$ cat config.mk
export PLATFORM = sky130hd
export DESIGN_NAME = dp_port_host
export DESIGN_NICKNAME = d
export VERILOG_FILES = /design/src/dp_host_pkg.sv /design/src/dp_port_host.sv
export VERILOG_INCLUDE_DIRS = /design/src
export SDC_FILE = /design/constraint.sdc
export NUM_CORES = 1
export LEC_CHECK = 0
export BUFFER_PORTS_ARGS = -buffer_cell sky130_fd_sc_hd__buf_2
export CORE_MARGIN = 2
export CORE_UTILIZATION = 49
export CTS_CLUSTER_DIAMETER = 60
export DETAILED_ROUTE_END_ITERATION = 12
export PLACE_DENSITY = 0.76
export SLEW_MARGIN = 20
export SYNTH_ARGS = -nofsm -noshare
export SYNTH_HDL_FRONTEND = slang
export SYNTH_SLANG_ARGS = --single-unit
$ cat constraint.sdc
create_clock -name clk -period 8.6 [get_ports clk]
set_input_delay 0.86 -clock clk [delete_from_list [all_inputs] [get_ports clk]]
set_output_delay 0.86 -clock clk [all_outputs]
set_load 0.1 [all_outputs]
$ cat src/dp_host_defines.svh
// constants for the dual-port port controller: offsets, fields, timing
// assumes a 100 MHz clock; times are in picoseconds
`ifndef DP_HOST_DEFINES_SVH
`define DP_HOST_DEFINES_SVH

// register word offsets on the apb side
`define REG_CTRL 8'h00
`define REG_ADDR 8'h04
`define REG_WDATA 8'h08
`define REG_WDATA_HI 8'h0c
`define REG_LANES 8'h10
`define REG_RDATA 8'h14
`define REG_RDATA_HI 8'h18
`define REG_STATUS 8'h1c

// control fields
`define CTRL_START_BIT 0
`define CTRL_OP_LSB 1
`define CTRL_OP_MSB 2
// status fields
`define ST_ACTIVE_BIT 0
`define ST_DONE_BIT 1
`define ST_INT_BIT 2
`define ST_BUSYPIN_BIT 3
`define ST_OWNED_BIT 4
`define LANES_RESET 4'hf

// timing figures as printed (slowest grade), in ps
`define CLK_PERIOD_PS 10000
`define WRITE_DATA_SETUP_PS 15000
`define SELECT_ACCESS_TIME_PS 20000
`define FLAG_DELAY_FROM_SELECT_PS 20000
`define TOKEN_RECOVERY_PULSE_PS 10000
`define TOKEN_WRITE_TO_READ_PS 5000
// two synchroniser stages in front of every sampled pin
`define SYNC_STAGES 2

// least waits round up to whole cycles
`define CEIL_CYC(ps) (((ps) + `CLK_PERIOD_PS - 1) / `CLK_PERIOD_PS)
`define SETTLE_CYC (`CEIL_CYC(`FLAG_DELAY_FROM_SELECT_PS) + `SYNC_STAGES)
`define WSETUP_CYC `CEIL_CYC(`WRITE_DATA_SETUP_PS)
`define RECOV_CYC (`CEIL_CYC(`TOKEN_RECOVERY_PULSE_PS) + \
   `CEIL_CYC(`TOKEN_WRITE_TO_READ_PS))
`define READ_CYC (`CEIL_CYC(`SELECT_ACCESS_TIME_PS) + `SYNC_STAGES)

`endif

$ cat src/dp_host_pkg.sv
// types for the dual-port port controller
// assumes dp_host_defines.svh carries all numbers
package dp_host_pkg;
   // operations software may start
   typedef enum logic [1:0] {
      OP_MEM_READ = 2'h0,
      OP_MEM_WRITE = 2'h1,
      OP_TOKEN_WRITE = 2'h2,
      OP_TOKEN_READ = 2'h3
   } op_t;
   // pin sequencer states, one-hot
   typedef enum logic [4:0] {
      S_IDLE = 5'h01,
      S_ADDR = 5'h02,
      S_WRITE = 5'h04,
      S_RECOV = 5'h08,
      S_READ = 5'h10
   } state_t;
endpackage : dp_host_pkg

$ cat src/dp_port_host.sv
// one-port controller for an asynchronous dual-port ram with mailbox and
// token latches; software drives it over apb
// assumes one 100 MHz clock; device pins are asynchronous to it
//
// Functional notes
// - strobe held high while address changes
// - write data stable for setup before strobe rises
// - cross-port read valid after flowthrough delay
// - memory reads assert output enable and chip select
// - delay slave writes until busy settles
// - token access: token select low, chip idle
// - recovery pulse before token read-back
// - write zero, read back zero means owned
//
// The register offsets and the APB register port were chosen for this implementation.
`timescale 1ns/1ps
`include "dp_host_defines.svh"

module dp_port_host #(
   parameter int AW = 15, // address width (32K depth)
   parameter int DW = 36 // data width
) (
   input wire logic clk,
   input wire logic rst,
   input wire logic psel,
   input wire logic penable,
   input wire logic pwrite,
   input wire logic [7:0] paddr,
   input wire logic [31:0] pwdata,
   output logic [31:0] prdata,
   output logic pready,
   output logic pslverr,
   output logic [AW-1:0] addrOut,
   output logic [DW-1:0] dataOut,
   output logic [DW-1:0] dataOe,
   input wire logic [DW-1:0] dataIn,
   output logic portSelectLowTermN,
   output logic portSelectHighTerm,
   output logic tokenLatchSelectN,
   output logic [3:0] byteLaneSelectN,
   output logic readNotWrite,
   output logic outputEnableN,
   input wire logic busyN,
   input wire logic intN
);
   ////////////////////////////////////////////////////////////////////////
   // pin synchronisers
   logic [DW-1:0] dataMeta_r; // first stage, read only by second
   logic [DW-1:0] dataSync_r; // sampled data bus
   logic [1:0] flagMeta_r; // first stage of busy and int
   logic [1:0] flagSync_r; // {busy active, int active}

   // two flops in front of every pin input
   always_ff @(posedge clk or posedge rst) begin
      if (rst) begin
         dataMeta_r <= '0;
         dataSync_r <= '0;
         flagMeta_r <= 2'h0;
         flagSync_r <= 2'h0;
      end else begin
         dataMeta_r <= dataIn;
         dataSync_r <= dataMeta_r;
         flagMeta_r <= {~busyN, ~intN};
         flagSync_r <= flagMeta_r;
      end
   end
   wire busyHit = flagSync_r[1]; // arbitration lost on this port
   wire intSeen = flagSync_r[0]; // mailbox flag pending

   ////////////////////////////////////////////////////////////////////////
   // apb slave: one wait state, answer registered
   logic [AW-1:0] addr_r; // target word or token index
   logic [DW-1:0] wdata_r; // write value
   logic [3:0] lanes_r; // byte lanes enabled, active high
   logic [DW-1:0] rdata_r; // last read result
   logic done_r; // sticky: operation finished
   logic owned_r; // last token read returned zero
   dp_host_pkg::op_t op_r; // operation in flight
   dp_host_pkg::state_t state_r;
   dp_host_pkg::state_t state_nxt;
   logic [3:0] cnt_r; // phase counter
   logic [3:0] cnt_nxt;

   wire access = psel & penable; // access phase
   wire commit = access & pready; // edge at which the transfer ends
   wire wrCommit = commit & pwrite;
   wire idle = (state_r == dp_host_pkg::S_IDLE);
   wire [7:0] off = paddr;
   wire hitCtrl = (off == `REG_CTRL);
   wire mapped = hitCtrl | (off == `REG_ADDR) | (off == `REG_WDATA) |
      (off == `REG_WDATA_HI) | (off == `REG_LANES) |
      (off == `REG_RDATA) | (off == `REG_RDATA_HI) | (off == `REG_STATUS);
   // start is refused while an operation runs
   wire start = wrCommit & hitCtrl & pwdata[`CTRL_START_BIT] & idle;
   wire [31:0] statusWord = {27'h0, owned_r, busyHit, intSeen, done_r,
      ~idle};
   wire [31:0] readMux =
      (off == `REG_ADDR) ? {{(32-AW){1'b0}}, addr_r} :
      (off == `REG_WDATA) ? wdata_r[31:0] :
      (off == `REG_WDATA_HI) ? {28'h0, wdata_r[DW-1:32]} :
      (off == `REG_LANES) ? {28'h0, lanes_r} :
      (off == `REG_RDATA) ? rdata_r[31:0] :
      (off == `REG_RDATA_HI) ? {28'h0, rdata_r[DW-1:32]} :
      (off == `REG_STATUS) ? statusWord :
      (hitCtrl) ? {29'h0, op_r, 1'b0} : 32'h0;

   // answer one cycle into the access phase
   always_ff @(posedge clk or posedge rst) begin
      if (rst) begin
         pready <= 1'b0;
         prdata <= 32'h0;
         pslverr <= 1'b0;
      end else begin
         pready <= access & ~pready;
         prdata <= (access & ~pready & ~pwrite) ? readMux : 32'h0;
         pslverr <= access & ~pready & ~mapped;
      end
   end

   // software registers; writes land only at the committing edge
   always_ff @(posedge clk or posedge rst) begin
      if (rst) begin
         addr_r <= '0;
         wdata_r <= '0;
         lanes_r <= `LANES_RESET;
         op_r <= dp_host_pkg::OP_MEM_READ;
      end else if (wrCommit & idle) begin
         if (off == `REG_ADDR) addr_r <= pwdata[AW-1:0];
         if (off == `REG_WDATA) wdata_r[31:0] <= pwdata;
         if (off == `REG_WDATA_HI) wdata_r[DW-1:32] <= pwdata[3:0];
         if (off == `REG_LANES) lanes_r <= pwdata[3:0];
         if (hitCtrl) begin
            op_r <= dp_host_pkg::op_t'(
               pwdata[`CTRL_OP_MSB:`CTRL_OP_LSB]);
         end
      end
   end

   ////////////////////////////////////////////////////////////////////////
   // pin sequencer
   wire isWrite = (op_r == dp_host_pkg::OP_MEM_WRITE) |
      (op_r == dp_host_pkg::OP_TOKEN_WRITE);
   wire isToken = (op_r == dp_host_pkg::OP_TOKEN_WRITE) |
      (op_r == dp_host_pkg::OP_TOKEN_READ);
   wire cntDone = (cnt_r == 4'h0);

   function automatic logic [3:0] cyc(input int n);
      cyc = 4'(n - 1);
   endfunction : cyc

   // next state and phase counts
   always_comb begin
      state_nxt = state_r;
      cnt_nxt = cntDone ? 4'h0 : cnt_r - 4'h1;
      unique case (state_r)
         dp_host_pkg::S_IDLE: begin
            cnt_nxt = cyc(`SETTLE_CYC);
            if (start) state_nxt = dp_host_pkg::S_ADDR;
         end
         dp_host_pkg::S_ADDR: begin
            // busy flag gets its settle time; a lost memory write waits, token writes do not
            if (cntDone & ~(isWrite & ~isToken & busyHit)) begin
               state_nxt = isWrite ? dp_host_pkg::S_WRITE :
                  dp_host_pkg::S_READ;
               cnt_nxt = isWrite ? cyc(`WSETUP_CYC) : cyc(`READ_CYC);
            end
         end
         dp_host_pkg::S_WRITE: begin
            // data held for the setup time before the strobe rises
            if (cntDone) begin
               state_nxt = dp_host_pkg::S_RECOV;
               cnt_nxt = cyc(`RECOV_CYC);
            end
         end
         dp_host_pkg::S_RECOV: begin
            // selects idle before any read-back
            if (cntDone) state_nxt = dp_host_pkg::S_IDLE;
         end
         dp_host_pkg::S_READ: begin
            // window spans access time plus both sync stages
            if (cntDone) state_nxt = dp_host_pkg::S_IDLE;
         end
      endcase
   end

   always_ff @(posedge clk or posedge rst) begin
      if (rst) begin
         state_r <= dp_host_pkg::S_IDLE;
         cnt_r <= 4'h0;
      end else begin
         state_r <= state_nxt;
         cnt_r <= cnt_nxt;
      end
   end

   // pin levels decoded from the next state, then registered
   wire nAddr = (state_nxt == dp_host_pkg::S_ADDR);
   wire nWrite = (state_nxt == dp_host_pkg::S_WRITE);
   wire nRead = (state_nxt == dp_host_pkg::S_READ);
   wire nSel = nAddr | nWrite | nRead;
   wire memSel = nSel & ~isToken;
   wire tokSel = nSel & isToken;
   wire [DW-1:0] tokData = {{(DW-1){1'b1}}, wdata_r[0]};

   // drive device pins; strobe only falls after address is steady
   always_ff @(posedge clk or posedge rst) begin
      if (rst) begin
         addrOut <= '0;
         dataOut <= '0;
         dataOe <= '0;
         portSelectLowTermN <= 1'b1;
         portSelectHighTerm <= 1'b0;
         tokenLatchSelectN <= 1'b1;
         byteLaneSelectN <= 4'hf;
         readNotWrite <= 1'b1;
         outputEnableN <= 1'b1;
      end else begin
         if (start) addrOut <= addr_r;
         dataOut <= isToken ? tokData : wdata_r;
         dataOe <= nWrite ? '1 : '0;
         portSelectLowTermN <= ~memSel;
         portSelectHighTerm <= memSel;
         tokenLatchSelectN <= ~tokSel;
         byteLaneSelectN <= memSel ? ~lanes_r : 4'hf;
         readNotWrite <= ~nWrite;
         outputEnableN <= ~nRead;
      end
   end

   // capture results and completion
   always_ff @(posedge clk or posedge rst) begin
      if (rst) begin
         rdata_r <= '0;
         done_r <= 1'b0;
         owned_r <= 1'b0;
      end else begin
         if (state_r == dp_host_pkg::S_READ && cntDone) begin
            rdata_r <= dataSync_r;
            if (isToken) owned_r <= ~dataSync_r[0];
         end
         // completion set wins over the clear at a new start
         if (~idle && state_nxt == dp_host_pkg::S_IDLE) begin
            done_r <= 1'b1;
         end else if (start) begin
            done_r <= 1'b0;
         end
      end
   end
endmodule : dp_port_host

# After elaboration in Yosys (flattened, before gate mapping)
# Index checks and enable logic that the tools add are counted.
# totals
reg_bits	310
inputBits	83
# op_classes
n_addsub	1
n_eq_ne	19
muxes	25
n_bitwise	40
n_reduce_logical	12
# op_table
op	count
32-bit two-way mux	6
36-bit two-way mux	2
5-bit two-way mux	7
8-bit by 5-bit == test with 1-bit output (second input constant)	4
5-bit one-hot mux with 4 select lines	1
8-bit by 4-bit == test with 1-bit output (second input constant)	2
4-bit two-way mux	4
1-bit bitwise AND	15
1-bit NOT	13
4-bit one-hot mux with 3 select lines	1
2-bit AND reduction	6
1-bit bitwise OR	11
5-bit by 1-bit == test with 1-bit output (second input constant)	2
5-bit by 2-bit == test with 1-bit output (second input constant)	2
5-bit by 3-bit == test with 1-bit output (second input constant)	2
5-bit == test (second input constant)	2
8-bit by 3-bit == test with 1-bit output (second input constant)	1
8-bit zero test	1
5-bit by 4-bit == test with 1-bit output (second input constant)	1
2-bit == test (second input constant)	2
4-bit zero test	1
4-bit NOT	1
4-bit by 1-bit subtractor with 4-bit output (second input constant)	1
3-bit two-way mux	1
6 further kinds	8

# Longest topological paths before layout
# Gate-level depths: netlist of run 1.
# depth
ltp_word	14
ltp_mapped	8
mapped_depth_nobuf	7

# Worst setup path before layout of run 1
# Ideal clock, no wire load.
# synth_path
path_type	reg-to-output
start	register dataOe[34] (netlist name)
end	output dataOe[10]
arrival_time_ps	1888
required_time_ps	7740
path_slack_ps	5852
stages_incl_launch_ff	2
cell_sequence	dfrtp_1 -> buf_4
# synth_lines
element	line	rtl
end: declaration	dp_port_host.sv:35	output logic [DW-1:0] dataOe,

==> impl_metrics.yaml, run 1 <==
run_status:
  status: "finished, final reports clean"
yosys:
  syn_area_per_cell_um2: 14.7
  ys_seq_area_frac: 0.684
  netlist_area_um2: 10100
  synth_area_leaders: "dfrtp_1 (65%), mux2_2 (11%), dfstp_2 (3.4%)"
  synth_edf_count: 0
  synthTopCellsByCount: "dfrtp_1 (262), mux2_2 (98), nor2_1 (41), buf_4 (36), or3_1 (36)"
  ys.flop_type: "dfrtp_1"
  post-synth-top-count-cell: "dfrtp_1"
  yosys.area.top_type_share: 0.650
  synth_seq_cells: 275
  yosysUniqueCellTypes: 56
  synth_top_area_cell: "dfrtp_1"
  async_flop_share: 1.00
  syn_nets: 776
  ys_warn_count: 0
  syn_inst: 688
cts:
  cts_setup_buffers: 0
  numClockSinks: 275
  postCtsHoldBufs: 0
  cts_resized: 0
  cts_tree: "done"
  cts_root_buffer: "clkbuf_16"
  htree_levels: 1
  clkTransAtPathRegs_ns: 0.06
  clock_path_buffers: 3
  clk_latency_ns: 0.54
  cts_buffers: 27
grt:
  grt_max_degree: 138
  grt_pass1_wl_um: 32900
  grt_pass1_vias: 6026
  grt-busiest-layer: "met2"
  antenna_found_initial: 2
  met1_usage: 0.263
  grtUsageMet3: 0.0429
  use_met2: 0.310
  track_usage: 0.192
  grt_overflow: 0
routing:
  dr.pass1.iters: 7
  drtIter0Drc: 338
  drc: 0
  via_per_inst: 5.20
  wl_per_cell_um: 17.9
  antenna_left: 0
  wirelength_um: 20700
  num_vias: 6019
final_layout:
  areaGrowthSynthToFinish_pct: 19.0
  drive_gt1_frac: 0.448
  n_fill_cell: 1597
  utilization: 0.593
  nets: 956
pwr:
  peakVddDrop_uv: 179
  p_leak_uw: 0.00568
  powerDensity_nw_per_um2: 215
sta:
  fmax_ghz: 0.370
  tns_ns: 0
  final_hold_viol_count: 0
  slew_viol_final: 0
  slew_headroom: 0.312
  finalCritPeriodShare: 0.314
  worstMarginPinSlew_ns: 1.03
  skew_ns: 0.0168
  fin_crit_ns: 2.70
  rsz0062_at_grt: "false"
  setup_viol: 0
critical_path:
  reg2reg_from: "cnt_r[0]"
  crit_buf_inv: 1
  path_max_fanout: 36
  rr_worst_depth: 6
  max_stage_delay_ns: 0.76
  slowest_stage: "dfrtp_1"
  critPathArrivalTime_ns: 1.84
  cp-start-kind: "flop"
  crit_type: "flop to output pin"
  cp.depth: 1
  reg2reg_slack_ns: 5.91
  timing.rr.end: "owned_r"
  worstPathCellList: "buf_2"
  path_delay_family: "flip-flops"
  end_kind: "output pin"
  required_ns: 7.74
hold_path:
  worstHoldStart: "dataMeta_r[15]"
  hold_depth: 0
  hold_class: "flop to flop"
  worstHoldEndpoint: "dataSync_r[15]"
floorplan:
  initial_core_util: 0.498
  dieWidth_um: 147
  io_pins: 213
  die_height_um: 147
  rows: 52
  coreArea_um2: 20200
  fp.dieArea_um2: 21700
run:
  maxCapViolCount: 0
placement:
  gp_congestion: 0.834
  dp_hpwl_um: 13700
  portBuffers: 212
area by class of cell:
type	instances	area [µm²]	share of cell area
inverter	13	56.3	0.00469
multi-input combinational	333	2710	0.226
clock buffer	37	783	0.0653
antenna	1	2.50	0.000209
sequential	275	6900	0.575
timing repair buffer	218	1110	0.0922
tap	270	338	0.0282
clock inverter	11	105	0.00876
metrics by stage:
stage	worst slack, ns	cell area, µm²	hold WS, ns	instances	power [µW]
after floorplan	0.181	10100	0.331	688	1410
final	5.90	12000	0.346	1158	2580
after CTS	5.26	12000	0.348	1157	2610
after global routing	5.60	12000	0.350	1158	2680
after detailed placement	5.28	11100	0.335	1109	1460
after global placement	5.46	11100	0.332	1109	1450
layout by cell type (no fill, tap or decap), types with 6 or more instances in the layout:
cell type	n
dfstp_2	13
mux2_2	98
nand3_1	7
buf_2	212
o21ai_0	16
clkbuf_8	7
buf_4	6
nor3_1	10
nor2_1	41
mux2_4	7
inv_1	12
dfrtp_1	262
a222oi_1	10
clkinv_2	6
or3_1	36
a22oi_1	18
clkbuf_16	27
nand2_1	17
logic make-up after synthesis:
kind of cell | share of synthesized area
compound gates | 0.0532
flops | 0.684
buf+inv | 0.0481
simple gates | 0.0797
fa+ha+maj | 0.00620
xor+xnor | 0.00261
mux | 0.126
how the worst max path moves through the flow:
stage,start,end
6_report,dataOe[34],dataOe[32]
5_1_grt,cnt_r[0],owned_r
4_1_cts,cnt_r[0],owned_r
3_5_place_dp,cnt_r[0],owned_r
3_3_place_gp,cnt_r[0],rdata_r[11]
2_1_floorplan,rst,addrOut[0]
where the power goes:
| part | total [µW] | internal, µW | switching (µW) |
|---|---|---|---|
| Clock | 1150 | 670 | 482 |
| Combinational | 94.9 | 27.6 | 67.3 |
| Sequential | 1340 | 1320 | 11.7 |
| Total | 2580 | 2020 | 561 |
registers in the layout, summed over array words and instances, names as in the netlist, 4 cells and up:
signal and cells:
cnt_r 4, byteLaneSelectN 4, addrOut 15, dataMeta_r 36, dataOut 36, rdata_r 36, wdata_r 36, lanes_r 4
addr_r 15, state_r 5, dataSync_r 36, prdata 32
routing by layer:
| metal | share of wire | vias to the layer above |
|---|---|---|
| li1 | - | 2750 |
| met2 | 0.49 | 208 |
| met4 | 0.022 | 2 |
| met3 | 0.066 | 42 |
| met1 | 0.43 | 3017 |
| met5 | 0.00053 | - |
No activity file was read; power rests on OpenSTA's default activity.
==> run 2: changes to the inputs <==
clock period = 2.3 ns   (was 8.6 ns; I/O delays follow)
==> impl_metrics.yaml, run 2 (synthesis results as in run 1) <==
routing:
  via_per_inst: 5.14
  num_vias: 6428
  wl_per_cell_um: 18.1
  dr.pass1.iters: 5
  drc: 0
  drtIter0Drc: 439
  antenna_left: 0
  wirelength_um: 22600
cts:
  cts_buffers: 28
  cts_resized: 0
  cts_tree: "done"
  clk_latency_ns: 0.54
  clkTransAtPathRegs_ns: 0.06
  cts_root_buffer: "clkbuf_16"
  numClockSinks: 275
  clock_path_buffers: 3
  cts_setup_buffers: 0
  htree_levels: 1
  postCtsHoldBufs: 72
sta:
  final_hold_viol_count: 0
  rsz0062_at_grt: "false"
  slew_headroom: 0.557
  finalCritPeriodShare: 0.917
  skew_ns: 0.0122
  slew_viol_final: 0
  fmax_ghz: 0.474
  layout_setup_ws_ns: 0.192
  setup_viol: 0
  worstMarginPinSlew_ns: 0.665
  fin_crit_ns: 2.11
critical_path:
  path_max_fanout: 24
  cp-start-kind: "flop"
  max_stage_delay_ns: 0.42
  required_ns: 2.71
  crit_type: "flop to flop"
  worstPathCellList: "and4_1 > nand4_2 > nor3_4 > buf_12 > mux2_2"
  slowest_stage: "dfrtp_1"
  end_kind: "flop"
  critPathArrivalTime_ns: 2.52
final_layout:
  diodes: 0
  drive_gt1_frac: 0.420
  layout_common_cells: "dfrtp_1 (262), buf_2 (212), mux2_2 (98)"
  n_fill_cell: 1463
  multiInputGateArea_um2: 2700
  final_area_um2: 13000
  stdcell_count: 1250
  nets: 1047
  final_common_cell: "dfrtp_1"
  register_area_um2: 6900
  areaGrowthSynthToFinish_pct: 28.5
grt:
  grt_overflow: 0
  antenna_found_initial: 0
  grt_max_degree: 80
  track_usage: 0.209
  grt_pass1_vias: 6574
  grt_pass1_wl_um: 35500
floorplan:
  die_height_um: 147
  fp.dieArea_um2: 21700
  coreArea_um2: 20200
  io_pins: 213
  rows: 52
  initial_core_util: 0.498
  dieWidth_um: 147
pwr:
  switching_share: 0.212
  peakVddDrop_uv: 612
  powerDensity_nw_per_um2: 778
  clkPwrFrac: 0.457
  intPower_uw: 7950
  p_total_uw: 10100
  p_leak_uw: 0.00611
  combPwrFrac: 0.048
  switching_power_uw: 2140
  seq_power_share: 0.496
placement:
  dp_hpwl_um: 14500
  postPlaceCellArea_um2: 11300
  portBuffers: 212
  placedCellCount: 1127
  pre_cts_ws_ns: 0.211
  gp_congestion: 0.907
hold_path:
  hold_class: "input pin to flop"
run:
  maxCapViolCount: 0
run_status:
  status: "finished, final reports clean"
==> run 2: worst paths after layout <==
check                          startpoint             end  slack [ns]  cells past startpoint
min in group asynchronous             rst      addrOut[9]        0.33                      3
max in group asynchronous             rst  dataMeta_r[30]        1.17                      4
max                                pready     wdata_r[21]        0.19                      5
min reg2reg                dataMeta_r[26]  dataSync_r[26]        0.34                      0
min                             pwdata[1]         op_r[0]        0.04                      3
max reg2reg                        pready     wdata_r[21]        0.19                      5
==> run 2: power by group through the flow <==
| stage | Sequential, µW | Combinational, µW | Clock (µW) |
|---|---|---|---|
| 2_1_floorplan | 5140 | 150 | 0 |
| 3_3_place_gp | 5080 | 378 | 0 |
| 3_5_place_dp | 5080 | 385 | 0 |
| 4_1_cts | 5000 | 483 | 4690 |
| 5_1_grt | 5010 | 522 | 4920 |
| 6_report | 5000 | 480 | 4610 |
==> run 2: through the flow <==
step                      hold slack, ns  utilization  setup TNS, ns
after detailed placement           0.335        0.558              0
after global placement             0.332        0.558              0
final                             0.0366        0.640              0
after floorplan                    0.261            -        -422.05
after global routing              0.0456        0.640              0
after CTS                         0.0173        0.640              0
==> run 2: per-layer routing <==
layer	vias up	GRT usage	wire length, µm	part of all wire
met5	-	0	0	0
met4	0	0.0697	622	0.028
met3	48	0.0395	1450	0.064
met2	253	0.345	11200	0.49
met1	3205	0.282	9350	0.41
li1	2922	-	-	-
==> run 2: cell type report <==
cell class | instances | area share
flip-flops and latches | 275 | 0.532
multi-input cells | 333 | 0.209
repair buffers | 308 | 0.155
clock buffers | 38 | 0.0593
well taps | 270 | 0.0261
clock inverters | 13 | 0.0142
inverters | 13 | 0.00406
==> run 2: worst max-delay path: cells and delay by family, from the launching register on <==
family	cells	cell delay, ns
buf+inv	1	0.23
mux	1	0.35
simple gates	3	0.95
flops	1	0.42
